$ cat config.mk
export PLATFORM = sky130hd
export DESIGN_NAME = oad_operand_decoder
export DESIGN_NICKNAME = d
export VERILOG_FILES = /design/src/oad_pkg.sv /design/src/oad_operand_decoder.sv
export SDC_FILE = /design/constraint.sdc
export NUM_CORES = 1
export LEC_CHECK = 0
export BUFFER_PORTS_ARGS = -buffer_cell sky130_fd_sc_hd__buf_2
export CAP_MARGIN = 20
export CORE_MARGIN = 5
export CORE_UTILIZATION = 53
export CTS_CLUSTER_DIAMETER = 120
export DETAILED_ROUTE_END_ITERATION = 7
export MAX_ROUTING_LAYER = met4
export PLACE_DENSITY = 0.95
export SLEW_MARGIN = 5
export SYNTH_ARGS = -nofsm -noshare
export SYNTH_HDL_FRONTEND = slang
export SYNTH_SLANG_ARGS = --single-unit
$ cat constraint.sdc
create_clock -name i_clock -period 2.11 [get_ports i_clock]
set_clock_uncertainty 0.2 [all_clocks]
set_input_delay 0.211 -clock i_clock [delete_from_list [all_inputs] [get_ports i_clock]]
set_output_delay 0.211 -clock i_clock [all_outputs]
set_load 0.05 [all_outputs]
$ cat src/oad_pkg.sv
// Purpose: shared types and constants for the operand addressing decoder
// Assumes: one core clock; request fields come from same-clock fetch logic
// Notes: every figure used by the decoder logic lives here
package oad_pkg;

  // operand forms presented by instruction fetch
  typedef enum logic [4:0] {
    OAD_BYTE_REG_INDIRECT,
    OAD_BANK_BYTE_REG,
    OAD_FILE_BYTE_REG,
    OAD_WORD_REG,
    OAD_WORD_REG_INDIRECT,
    OAD_WORD_REG_INDIRECT_OFS,
    OAD_DWORD_REG,
    OAD_DWORD_REG_INDIRECT,
    OAD_DWORD_REG_INDIRECT_OFS,
    OAD_DIRECT_BYTE_ADDRESS,
    OAD_DIRECT_WIDE_ADDRESS,
    OAD_IMM_BYTE,
    OAD_IMM_WORD,
    OAD_IMM_DWORD,
    OAD_IMM_SHORT,
    OAD_EXT_BIT,
    OAD_LEGACY_BIT_OPERAND
  } oad_kind_t;

  // widths
  localparam int OAD_ADDR_W = 24;
  localparam int OAD_REG_W = 6;

  // fixed address parts and operand fills
  localparam logic [7:0] OAD_REGION_00 = 8'h00;
  localparam logic [15:0] OAD_PAGE_00 = 16'h0000;
  localparam logic [15:0] OAD_FILL_ONES = 16'hFFFF;
  localparam logic [15:0] OAD_FILL_ZEROS = 16'h0000;
  localparam logic [23:0] OAD_ZERO_DATA = 24'h000000;

  // bit addressable areas
  localparam logic [7:0] OAD_BIT_RAM_BASE = 8'h20;
  localparam logic [7:0] OAD_EXT_BIT_LO = 8'h20;
  localparam logic [7:0] OAD_EXT_BIT_HI = 8'h7F;
  localparam int OAD_LEGACY_SFR_MSB = 7;
  localparam logic [2:0] OAD_SFR_ROW_LOW = 3'h0;

  // dword register index encoding
  localparam logic [3:0] OAD_DW_LAST_LINEAR = 4'h7;
  localparam logic [3:0] OAD_DW_CODE_56 = 4'hE;
  localparam logic [3:0] OAD_DW_CODE_60 = 4'hF;
  localparam logic [5:0] OAD_DW_IDX_56 = 6'h38;
  localparam logic [5:0] OAD_DW_IDX_60 = 6'h3C;

  // short immediate codes and values
  localparam logic [1:0] OAD_SHORT_CODE_1 = 2'h0;
  localparam logic [1:0] OAD_SHORT_CODE_2 = 2'h1;
  localparam logic [1:0] OAD_SHORT_CODE_4 = 2'h2;
  localparam logic [31:0] OAD_SHORT_VAL_1 = 32'h00000001;
  localparam logic [31:0] OAD_SHORT_VAL_2 = 32'h00000002;
  localparam logic [31:0] OAD_SHORT_VAL_4 = 32'h00000004;

  // one operand request from fetch
  typedef struct packed {
    oad_kind_t kind;
    logic [3:0] src_field;     // byte_index_field / dword_index_field
    logic [3:0] dst_field;
    logic [31:0] reg_data;     // contents of the chosen register
    logic [23:0] offset;       // short_offset in low 16 bits, long_offset
    logic [15:0] direct;       // direct_wide_address or byte in low 8
    logic [15:0] imm;          // imm_word, byte in low 8
    logic [1:0] short_code;
    logic [2:0] bit_sel;
    logic sfr_sel;             // byte direct / ext bit aimed at SPECIAL_FUNCTION_REGISTER space
    logic fill_ones;           // imm_dword_one_ext when set
  } oad_req_t;

  // decoded operand for the datapath
  typedef struct packed {
    oad_kind_t kind;
    logic [23:0] addr;
    logic to_sfr;
    logic [5:0] src_reg;
    logic [5:0] dst_reg;
    logic [31:0] operand;
    logic [2:0] bit_pos;
    logic illegal;
  } oad_res_t;

endpackage

$ cat src/oad_operand_decoder.sv
// Purpose: decode one instruction operand into address, register or value
// Assumes: the datapath has already read the chosen register into reg_data
// Notes: one cycle from request to registered result; i_ce freezes all
//
// How it works
// - byte register 0/1 gives 00H-FFH address
// - bank byte register from 3-bit index 0-7
// - file byte register 4-bit src, dst indices
// - word register index doubles field, 0-30
// - word indirect addresses region 00, 16 bits
// - word indirect adds 16-bit offset in region 00
// - dword indices 0-28 step 4, 56, 60
// - dword indirect reaches whole 24-bit space
// - dword indirect adds offset over 24 bits
// - direct byte goes to memory or SPECIAL_FUNCTION_REGISTER
// - direct wide address reaches memory only
// - byte and word immediates pass to datapath
// - dword immediate fills upper word 0 or 1
// - short immediate code yields 1, 2 or 4
// - extended bit in 20H-7FH or SPECIAL_FUNCTION_REGISTER, bit 0-7
// - legacy bits 00H-7FH map RAM 20H-2FH
// - legacy bits 80H-FFH map SFRs ending 0H/8H
`timescale 1ns/1ps
`default_nettype none

module oad_operand_decoder
  import oad_pkg::*;
(
  input wire logic i_clock,          // core clock, 100 MHz
  input wire logic i_rstn,           // async reset, active low
  input wire logic i_ce,             // clock enable, low freezes state
  input wire logic i_req_valid,      // operand request this cycle
  input var oad_req_t i_req,         // operand fields and register data
  output logic o_res_valid,          // decoded result ready, one pulse
  output oad_res_t o_res             // decoded operand, held until next
);

  ////////////////////////////////////////////////////////////////////////
  // helpers

  // dword field to register number; codes 8-13 have no register
  function automatic logic [5:0] dw_index(input logic [3:0] f);
    logic [5:0] r;
    r = {f, 2'b00};
    if (f == OAD_DW_CODE_56) begin
      r = OAD_DW_IDX_56;
    end else if (f == OAD_DW_CODE_60) begin
      r = OAD_DW_IDX_60;
    end
    return r;
  endfunction

  function automatic logic dw_legal(input logic [3:0] f);
    return (f <= OAD_DW_LAST_LINEAR) || (f == OAD_DW_CODE_56) ||
           (f == OAD_DW_CODE_60);
  endfunction

  ////////////////////////////////////////////////////////////////////////
  // combinational decode

  oad_res_t res_d;
  oad_res_t res_q;
  logic valid_q;
  logic [15:0] word_sum;
  logic [23:0] dword_sum;
  logic [7:0] ext_byte;

  // region 00 wraps inside 64K, so the carry out is dropped on purpose
  assign word_sum = i_req.reg_data[15:0] + i_req.offset[15:0];
  assign dword_sum = i_req.reg_data[23:0] + i_req.offset;
  assign ext_byte = i_req.direct[7:0];

  // one branch per operand form; unused fields stay zero
  always_comb begin
    res_d = '0;
    res_d.kind = i_req.kind;
    case (i_req.kind)
      OAD_BYTE_REG_INDIRECT: begin
        res_d.src_reg = {5'h00, i_req.src_field[0]};
        res_d.addr = {OAD_PAGE_00, i_req.reg_data[7:0]};
      end
      OAD_BANK_BYTE_REG: begin
        res_d.src_reg = {3'h0, i_req.src_field[2:0]};
      end
      OAD_FILE_BYTE_REG: begin
        res_d.src_reg = {2'h0, i_req.src_field};
        res_d.dst_reg = {2'h0, i_req.dst_field};
      end
      OAD_WORD_REG: begin
        res_d.src_reg = {1'b0, i_req.src_field, 1'b0};
        res_d.dst_reg = {1'b0, i_req.dst_field, 1'b0};
      end
      OAD_WORD_REG_INDIRECT: begin
        res_d.src_reg = {1'b0, i_req.src_field, 1'b0};
        res_d.addr = {OAD_REGION_00, i_req.reg_data[15:0]};
      end
      OAD_WORD_REG_INDIRECT_OFS: begin
        res_d.src_reg = {1'b0, i_req.src_field, 1'b0};
        res_d.addr = {OAD_REGION_00, word_sum};
      end
      OAD_DWORD_REG: begin
        res_d.src_reg = dw_index(i_req.src_field);
        res_d.dst_reg = dw_index(i_req.dst_field);
        res_d.illegal = !dw_legal(i_req.src_field) ||
                        !dw_legal(i_req.dst_field);
      end
      OAD_DWORD_REG_INDIRECT: begin
        res_d.src_reg = dw_index(i_req.src_field);
        res_d.addr = i_req.reg_data[23:0];
        res_d.illegal = !dw_legal(i_req.src_field);
      end
      OAD_DWORD_REG_INDIRECT_OFS: begin
        res_d.src_reg = dw_index(i_req.src_field);
        res_d.addr = dword_sum;
        res_d.illegal = !dw_legal(i_req.src_field);
      end
      OAD_DIRECT_BYTE_ADDRESS: begin
        res_d.addr = {OAD_PAGE_00, i_req.direct[7:0]};
        res_d.to_sfr = i_req.sfr_sel;
      end
      OAD_DIRECT_WIDE_ADDRESS: begin
        res_d.addr = {OAD_REGION_00, i_req.direct};
        res_d.to_sfr = 1'b0;
      end
      OAD_IMM_BYTE: begin
        res_d.operand = {OAD_ZERO_DATA, i_req.imm[7:0]};
      end
      OAD_IMM_WORD: begin
        res_d.operand = {OAD_FILL_ZEROS, i_req.imm};
      end
      OAD_IMM_DWORD: begin
        res_d.operand = {i_req.fill_ones ? OAD_FILL_ONES
                                         : OAD_FILL_ZEROS,
                         i_req.imm};
      end
      OAD_IMM_SHORT: begin
        // the fourth code has no constant, so it is refused
        case (i_req.short_code)
          OAD_SHORT_CODE_1: res_d.operand = OAD_SHORT_VAL_1;
          OAD_SHORT_CODE_2: res_d.operand = OAD_SHORT_VAL_2;
          OAD_SHORT_CODE_4: res_d.operand = OAD_SHORT_VAL_4;
          default: res_d.illegal = 1'b1;
        endcase
      end
      OAD_EXT_BIT: begin
        res_d.addr = {OAD_PAGE_00, ext_byte};
        res_d.to_sfr = i_req.sfr_sel;
        res_d.bit_pos = i_req.bit_sel;
        // memory bits exist only in the bit-addressable bytes
        res_d.illegal = !i_req.sfr_sel &&
                        ((ext_byte < OAD_EXT_BIT_LO) ||
                         (ext_byte > OAD_EXT_BIT_HI));
      end
      OAD_LEGACY_BIT_OPERAND: begin
        res_d.bit_pos = i_req.direct[2:0];
        if (!i_req.direct[OAD_LEGACY_SFR_MSB]) begin
          res_d.addr = {OAD_PAGE_00,
                        OAD_BIT_RAM_BASE | {4'h0, i_req.direct[6:3]}};
          res_d.to_sfr = 1'b0;
        end else begin
          res_d.addr = {OAD_PAGE_00, i_req.direct[7:3],
                        OAD_SFR_ROW_LOW};
          res_d.to_sfr = 1'b1;
        end
      end
      default: begin
        res_d.illegal = 1'b1;
      end
    endcase
  end

  ////////////////////////////////////////////////////////////////////////
  // registered outputs

  // result pulse; one cycle per accepted request
  always_ff @(posedge i_clock or negedge i_rstn) begin
    if (!i_rstn) begin
      valid_q <= 1'b0;
    end else if (i_ce) begin
      valid_q <= i_req_valid;
    end
  end

  // result held until the next request, so the datapath may read late
  always_ff @(posedge i_clock or negedge i_rstn) begin
    if (!i_rstn) begin
      res_q <= '0;
    end else if (i_ce && i_req_valid) begin
      res_q <= res_d;
    end
  end

  assign o_res_valid = valid_q;
  assign o_res = res_q;

  ////////////////////////////////////////////////////////////////////////
  // checks

  property p_byte_ind;
    @(posedge i_clock) disable iff (!i_rstn)
    i_ce && i_req_valid && i_req.kind == OAD_BYTE_REG_INDIRECT |=>
      o_res.addr[23:8] == 16'h0000 &&
      o_res.addr[7:0] == $past(i_req.reg_data[7:0]) &&
      o_res.src_reg == {5'h00, $past(i_req.src_field[0])};
  endproperty
  a_byte_ind: assert property (p_byte_ind)
    else $error("byte indirect address wrong");

  property p_bank_reg;
    @(posedge i_clock) disable iff (!i_rstn)
    i_ce && i_req_valid && i_req.kind == OAD_BANK_BYTE_REG |=>
      o_res.src_reg == {3'h0, $past(i_req.src_field[2:0])};
  endproperty
  a_bank_reg: assert property (p_bank_reg)
    else $error("bank byte register index wrong");

  property p_word_reg;
    @(posedge i_clock) disable iff (!i_rstn)
    i_ce && i_req_valid && i_req.kind == OAD_WORD_REG |=>
      o_res.dst_reg == 6'($past(i_req.dst_field) * 2) &&
      o_res.src_reg == 6'($past(i_req.src_field) * 2);
  endproperty
  a_word_reg: assert property (p_word_reg)
    else $error("word register index wrong");

  property p_word_ofs;
    @(posedge i_clock) disable iff (!i_rstn)
    i_ce && i_req_valid && i_req.kind == OAD_WORD_REG_INDIRECT_OFS |=>
      o_res.addr[23:16] == 8'h00 &&
      o_res.addr[15:0] == 16'($past(i_req.reg_data[15:0]) +
                              $past(i_req.offset[15:0]));
  endproperty
  a_word_ofs: assert property (p_word_ofs)
    else $error("word indirect offset address wrong");

  property p_dword_idx;
    @(posedge i_clock) disable iff (!i_rstn)
    i_ce && i_req_valid && i_req.kind == OAD_DWORD_REG &&
      i_req.src_field == 4'hF |=> o_res.src_reg == 6'h3C;
  endproperty
  a_dword_idx: assert property (p_dword_idx)
    else $error("dword register 60 not reached");

  property p_dword_bad;
    @(posedge i_clock) disable iff (!i_rstn)
    i_ce && i_req_valid && i_req.kind == OAD_DWORD_REG_INDIRECT |=>
      o_res.illegal == ($past(i_req.src_field) inside {[4'h8:4'hD]});
  endproperty
  a_dword_bad: assert property (p_dword_bad)
    else $error("dword index legality wrong");

  property p_wide_mem;
    @(posedge i_clock) disable iff (!i_rstn)
    i_ce && i_req_valid && i_req.kind == OAD_DIRECT_WIDE_ADDRESS |=>
      !o_res.to_sfr && o_res.addr == {8'h00, $past(i_req.direct)};
  endproperty
  a_wide_mem: assert property (p_wide_mem)
    else $error("wide direct address reached SPECIAL_FUNCTION_REGISTER space");

  property p_imm_fill;
    @(posedge i_clock) disable iff (!i_rstn)
    i_ce && i_req_valid && i_req.kind == OAD_IMM_DWORD |=>
      o_res.operand[31:16] == {16{$past(i_req.fill_ones)}} &&
      o_res.operand[15:0] == $past(i_req.imm);
  endproperty
  a_imm_fill: assert property (p_imm_fill)
    else $error("dword immediate fill wrong");

  property p_short;
    @(posedge i_clock) disable iff (!i_rstn)
    i_ce && i_req_valid && i_req.kind == OAD_IMM_SHORT &&
      i_req.short_code != 2'h3 |=>
      o_res.operand == (32'h1 << $past(i_req.short_code));
  endproperty
  a_short: assert property (p_short)
    else $error("short immediate value wrong");

  property p_legacy;
    @(posedge i_clock) disable iff (!i_rstn)
    i_ce && i_req_valid && i_req.kind == OAD_LEGACY_BIT_OPERAND |=>
      (o_res.to_sfr ? (o_res.addr[2:0] == 3'h0 && o_res.addr[7])
                    : (o_res.addr[7:4] == 4'h2)) &&
      o_res.to_sfr == $past(i_req.direct[7]);
  endproperty
  a_legacy: assert property (p_legacy)
    else $error("legacy bit mapping wrong");

  property p_file_reg;
    @(posedge i_clock) disable iff (!i_rstn)
    i_ce && i_req_valid && i_req.kind == OAD_FILE_BYTE_REG |=>
      o_res.src_reg == {2'h0, $past(i_req.src_field)} &&
      o_res.dst_reg == {2'h0, $past(i_req.dst_field)};
  endproperty
  a_file_reg: assert property (p_file_reg)
    else $error("file byte register index wrong");

  property p_word_ind;
    @(posedge i_clock) disable iff (!i_rstn)
    i_ce && i_req_valid && i_req.kind == OAD_WORD_REG_INDIRECT |=>
      o_res.addr == {8'h00, $past(i_req.reg_data[15:0])} && !o_res.to_sfr;
  endproperty
  a_word_ind: assert property (p_word_ind)
    else $error("word indirect address left region 00");

  property p_dword_ind;
    @(posedge i_clock) disable iff (!i_rstn)
    i_ce && i_req_valid && i_req.kind == OAD_DWORD_REG_INDIRECT |=>
      o_res.addr == $past(i_req.reg_data[23:0]);
  endproperty
  a_dword_ind: assert property (p_dword_ind)
    else $error("dword indirect address wrong");

  property p_dword_ofs;
    @(posedge i_clock) disable iff (!i_rstn)
    i_ce && i_req_valid && i_req.kind == OAD_DWORD_REG_INDIRECT_OFS |=>
      o_res.addr == 24'($past(i_req.reg_data[23:0]) + $past(i_req.offset));
  endproperty
  a_dword_ofs: assert property (p_dword_ofs)
    else $error("dword indirect offset address wrong");

  property p_direct_byte;
    @(posedge i_clock) disable iff (!i_rstn)
    i_ce && i_req_valid && i_req.kind == OAD_DIRECT_BYTE_ADDRESS |=>
      o_res.addr == {16'h0000, $past(i_req.direct[7:0])} &&
      o_res.to_sfr == $past(i_req.sfr_sel);
  endproperty
  a_direct_byte: assert property (p_direct_byte)
    else $error("direct byte address steered wrong");

  property p_ext_bit;
    @(posedge i_clock) disable iff (!i_rstn)
    i_ce && i_req_valid && i_req.kind == OAD_EXT_BIT |=>
      o_res.bit_pos == $past(i_req.bit_sel) &&
      o_res.to_sfr == $past(i_req.sfr_sel) &&
      (o_res.illegal || o_res.to_sfr ||
       o_res.addr inside {[24'h000020:24'h00007F]});
  endproperty
  a_ext_bit: assert property (p_ext_bit)
    else $error("extended bit operand out of range");

  property p_legacy_ram;
    @(posedge i_clock) disable iff (!i_rstn)
    i_ce && i_req_valid && i_req.kind == OAD_LEGACY_BIT_OPERAND &&
      !i_req.direct[7] |=>
      o_res.addr == {16'h0000, 4'h2, $past(i_req.direct[6:3])} &&
      o_res.bit_pos == $past(i_req.direct[2:0]);
  endproperty
  a_legacy_ram: assert property (p_legacy_ram)
    else $error("legacy bit not mapped into RAM bytes 20H-2FH");

  property p_hold;
    @(posedge i_clock) disable iff (!i_rstn)
    !i_ce |=> $stable(o_res) && $stable(o_res_valid);
  endproperty
  a_hold: assert property (p_hold)
    else $error("state moved while clock enable low");

endmodule

`default_nettype wire

==> results.md <==
- The cell with the biggest individual delay on the critical path is sky130_fd_sc_hd__dlygate4sd3_1.
- In this run, synthesis inferred 0 flip-flops with an integrated enable.
- The number of nets in the synthesized netlist is 664.
- The buffer levels on the longest clock path is 2.
- In the final layout, the share of cells above drive strength 1 is 38.6%.
- Pin placement for this block handled 191 I/O pins.
- The pin count of the biggest net entering global routing is 28.
- The first-pass GRT wire length is 26400 um.
- A synthesized cell averages 8.53 um^2.
- Synthesis instantiated 62 different standard cells from the library.
- Using the TritonRoute via totals, the vias-per-cell ratio works out to 6.30.
- The core area is 0.00826 mm^2.
- The dominant cell type by area after synthesis is sky130_fd_sc_hd__dfrtp_1.
- The total internal power is 2.55 mW.
- The number of global-route vias before repair came to 5649.
- The final layout net count is 936.
- The width of the die is 102 um.
- At the pin with the least slew margin, the transition time is 0.671 ns.
- The final reports fail on design-rule violations, negative hold slack.
- Based on the critical path, the design can be clocked at up to 476 MHz.
- The filler cell count in the final layout is 466.
- The clock-pin slew on the worst setup and hold paths is 0.07 ns.
- Sequential cells account for 34.4% of the total power.
- The clock network power share is 30.3%.
- The flow ran to the end, but the final reports show violations.
- The weighted congestion reported at the end of routability-driven placement is 0.998.
- The mapped netlist covers 0.00450 mm^2.
- The total non-filler cell area in the finished layout is 0.00664 mm^2.
- Across all hold checks on the routed design, the worst slack comes to -0.0173 ns.
- The setup-violating endpoint count in the final report is 0.
- The latest clock arrival within the worst-skew pair is 0.33 ns.
- STA classifies the critical path startpoint as a primary input.
- The count of yosys warnings during synthesis is 0.
- The shortest clock period the worst path allows after layout is 2.10 ns.
- The areal power density over the cells is 582 mW/mm^2.
- The detailed-router iteration count before antenna repair is 8.
- The H-tree level count is 3.
- The half-perimeter wire length after placement is 12400 um.
- For this run, the slowest stage of the critical path takes 0.59 ns.
- Once detail routing completed, the nets flagged for antenna violations numbered 0.
- The signal on the critical path passes through buf_2 -> buf_4 -> nor2b_2 -> a21o_1 -> and2_4 -> a221oi_2 -> dlygate4sd3_1 -> nor2_1.
- The routed wire length per instance is 19.2 um.
- In this run the tightest slew margin relative to its limit is 55.1%.
- After synthesis, the share of flip-flops with an asynchronous set or reset is 100%.
- For the worst setup path, the data required time is 2.14 ns.
- The buffer type at the clock tree root is sky130_fd_sc_hd__clkbuf_8.
- The type of the worst setup path is primary input to flop.
- In the synthesized netlist the dominant register cell turns out to be sky130_fd_sc_hd__dfrtp_1.
- The worst ir drop on vdd is 0.333 mV.
- Relative to the synthesized area, the layout overhead comes to 47.4%.
- For this run the aggregate overflow at the end of global routing stands at 0.
- For this configuration, the core starts out at a cell density of 54.5%.
- The analysis attributes to net switching a power of 1.31 mW.
- TritonCTS built the clock tree.
- The number of rows created at floorplan is 33.
- The instance count of the mapped netlist is 528.
- Across every metal layer, demand over resource in global routing totals 33.2%.
- The count of vias placed by the detailed router is 5738.
- The top-area cell type share of the netlist area is 35.6%.
- The type of element capturing the critical path is a flop.
- The number of antenna violations at the first check in global routing is 2.
- Post-CTS timing repair inserted 0 buffers for setup.
- The library cell used most frequently in the layout, excluding fill and tap cells, is sky130_fd_sc_hd__buf_2.
- The die covers 0.0104 mm^2.
- The sink count of the clock tree is 64.
- The final critical-path share of the clock period is 99.6%.
- The flop and latch count out of synthesis is 64.
- Summed over all cells, the static leakage comes to 3.41 nW.
- The part of the power in combinational logic is 35.4%.
- STA puts the critical path data arrival time at 2.13 ns.
- In this run switching power makes up 34.0% of total power.
- The number of failing hold endpoints at the final stage is 1.
- After the first detailed-routing iteration, the DRC count stood at 631.
- The library cells used most frequently in the layout, excluding fill and tap cells, are 182 x sky130_fd_sc_hd__buf_2, 78 x sky130_fd_sc_hd__nand2_1, 78 x sky130_fd_sc_hd__buf_4.
- Sorting the synthesized cells by area gives the leading types as sky130_fd_sc_hd__dfrtp_1 36%, sky130_fd_sc_hd__nand2_1 6.6%, sky130_fd_sc_hd__ha_1 6.4%.
- Across the run, the number of max-cap violations was 0.
- Input and output buffers added on the ports amount to 182.
- The final layout contains routed wiring with a total length of 17500 um.
- The final count of pins violating max slew is 0.
- The class of the tightest hold or removal check is primary input to flop.
- After detailed routing, the number of remaining DRC violations is 5.
- The register area share after synthesis is 35.6%.
- The post-place instance area is 0.00593 mm^2.
- Measured along the y axis, the die boundary spans 102 um.
- The number of buffers created by CTS is 9.
- The largest fanout on the critical path is 15.
registers in the layout, summed over array words and instances, names as in the netlist:
register,count
o_res,63
o_res_valid,1
path summary, 6_finish.rpt:
check	cells past startpoint	slack, ns	from	end
hold / removal	3	-0.02	i_req[7]	o_res[4]
setup / recovery	8	0.008	i_req[103]	o_res[6]
hold reg to reg	2	0.27	o_res[47]	o_res[47]
max in group asynchronous	3	0.81	i_rstn	o_res[72]
setup reg to reg	2	1.03	o_res[67]	o_res[67]
min in group asynchronous	2	0.20	i_rstn	o_res[3]
final cells by class:
cell class                 instances  area (um^2)  share of cell area (%)
multi-input combinational        418         2760                    41.6
timing repair buffer             299         1890                    28.4
sequential                        64         1600                    24.1
clock buffer                      12          155                    2.34
tap                              105          131                    1.98
clock inverter                     3         65.1                   0.980
inverter                           8         30.0                   0.452
antenna                            2         5.00                  0.0754
critical path, delay by kind of cell:
kind                   cells  cell delay (ns)
buffers and inverters      3             0.99
and+or+nand+nor            3             0.40
AOI/OAI and AO/OA          2             0.52
kinds of logic (layout without fill, tap and decap cells):
group / after synthesis / after routing / synth area share (%)
muxes: 8 / 8 / 1.83
and+or+nand+nor: 179 / 179 / 18.2
xor gates and xnor gates: 22 / 22 / 4.28
adders and majority gates: 24 / 24 / 6.83
AOI/OAI and AO/OA: 185 / 185 / 27.8
buffers and inverters: 46 / 322 / 5.56
other: 0 / 2 / 0
DFF: 64 / 64 / 35.6
power by group through the flow:
| stage | combinational [mW] | clock (mW) | sequential [mW] |
|---|---|---|---|
| 2_1_floorplan | 0.519 | 0 | 1.56 |
| 3_3_place_gp | 1.17 | 0 | 1.34 |
| 3_5_place_dp | 1.22 | 0 | 1.35 |
| 4_1_cts | 1.29 | 1.17 | 1.32 |
| 5_1_grt | 1.45 | 1.23 | 1.33 |
| 6_report | 1.37 | 1.17 | 1.33 |
timing repair:
| action | in CTS | in global routing |
|---|---|---|
| gates resized for setup | 0 | 24 |
| setup endpoints to repair | 0 | 14 |
| endpoints found under the hold margin | 56 | 0 |
| hold buffers | 40 | 0 |
stage by stage:
stage / setup slack (ns) / utilization, % / TNS (ns) / power, mW / std cells
finish: 0.00825 / 80.4 / 0 / 3.86 / 911
global placement: -0.202 / 71.8 / -2.32 / 2.52 / 855
detailed placement: -0.326 / 71.8 / -3.67 / 2.57 / 855
CTS: 0.0247 / 79.3 / 0 / 3.79 / 910
global route: -0.0149 / 80.4 / -0.0469 / 4.02 / 911
floorplan: -0.00738 / - / -0.00738 / 2.08 / 528
cells in the mapped netlist, drive strengths merged, types with 7 or more instances:
library cell and number:
nand2 79, dfrtp 64, o21ai 53, nor2 43, a21oi 36, ha 23, buf 22, a22oi 19
nand3 19, clkbuf 16, xnor2 14, a22o 12, a221oi 9, inv 8, nor2b 8, xor2 8
a222oi 7
layer usage:
metal / track usage, % / vias to the layer above / part of all wire (%)
met5: - / - / 0
met4: 20.3 / 0 / 6.7
met3: 5.46 / 128 / 9.9
met2: 57.8 / 501 / 50
met1: 34.9 / 2626 / 33
li1: - / 2483 / -
No activity file was read; power rests on OpenSTA's default activity.
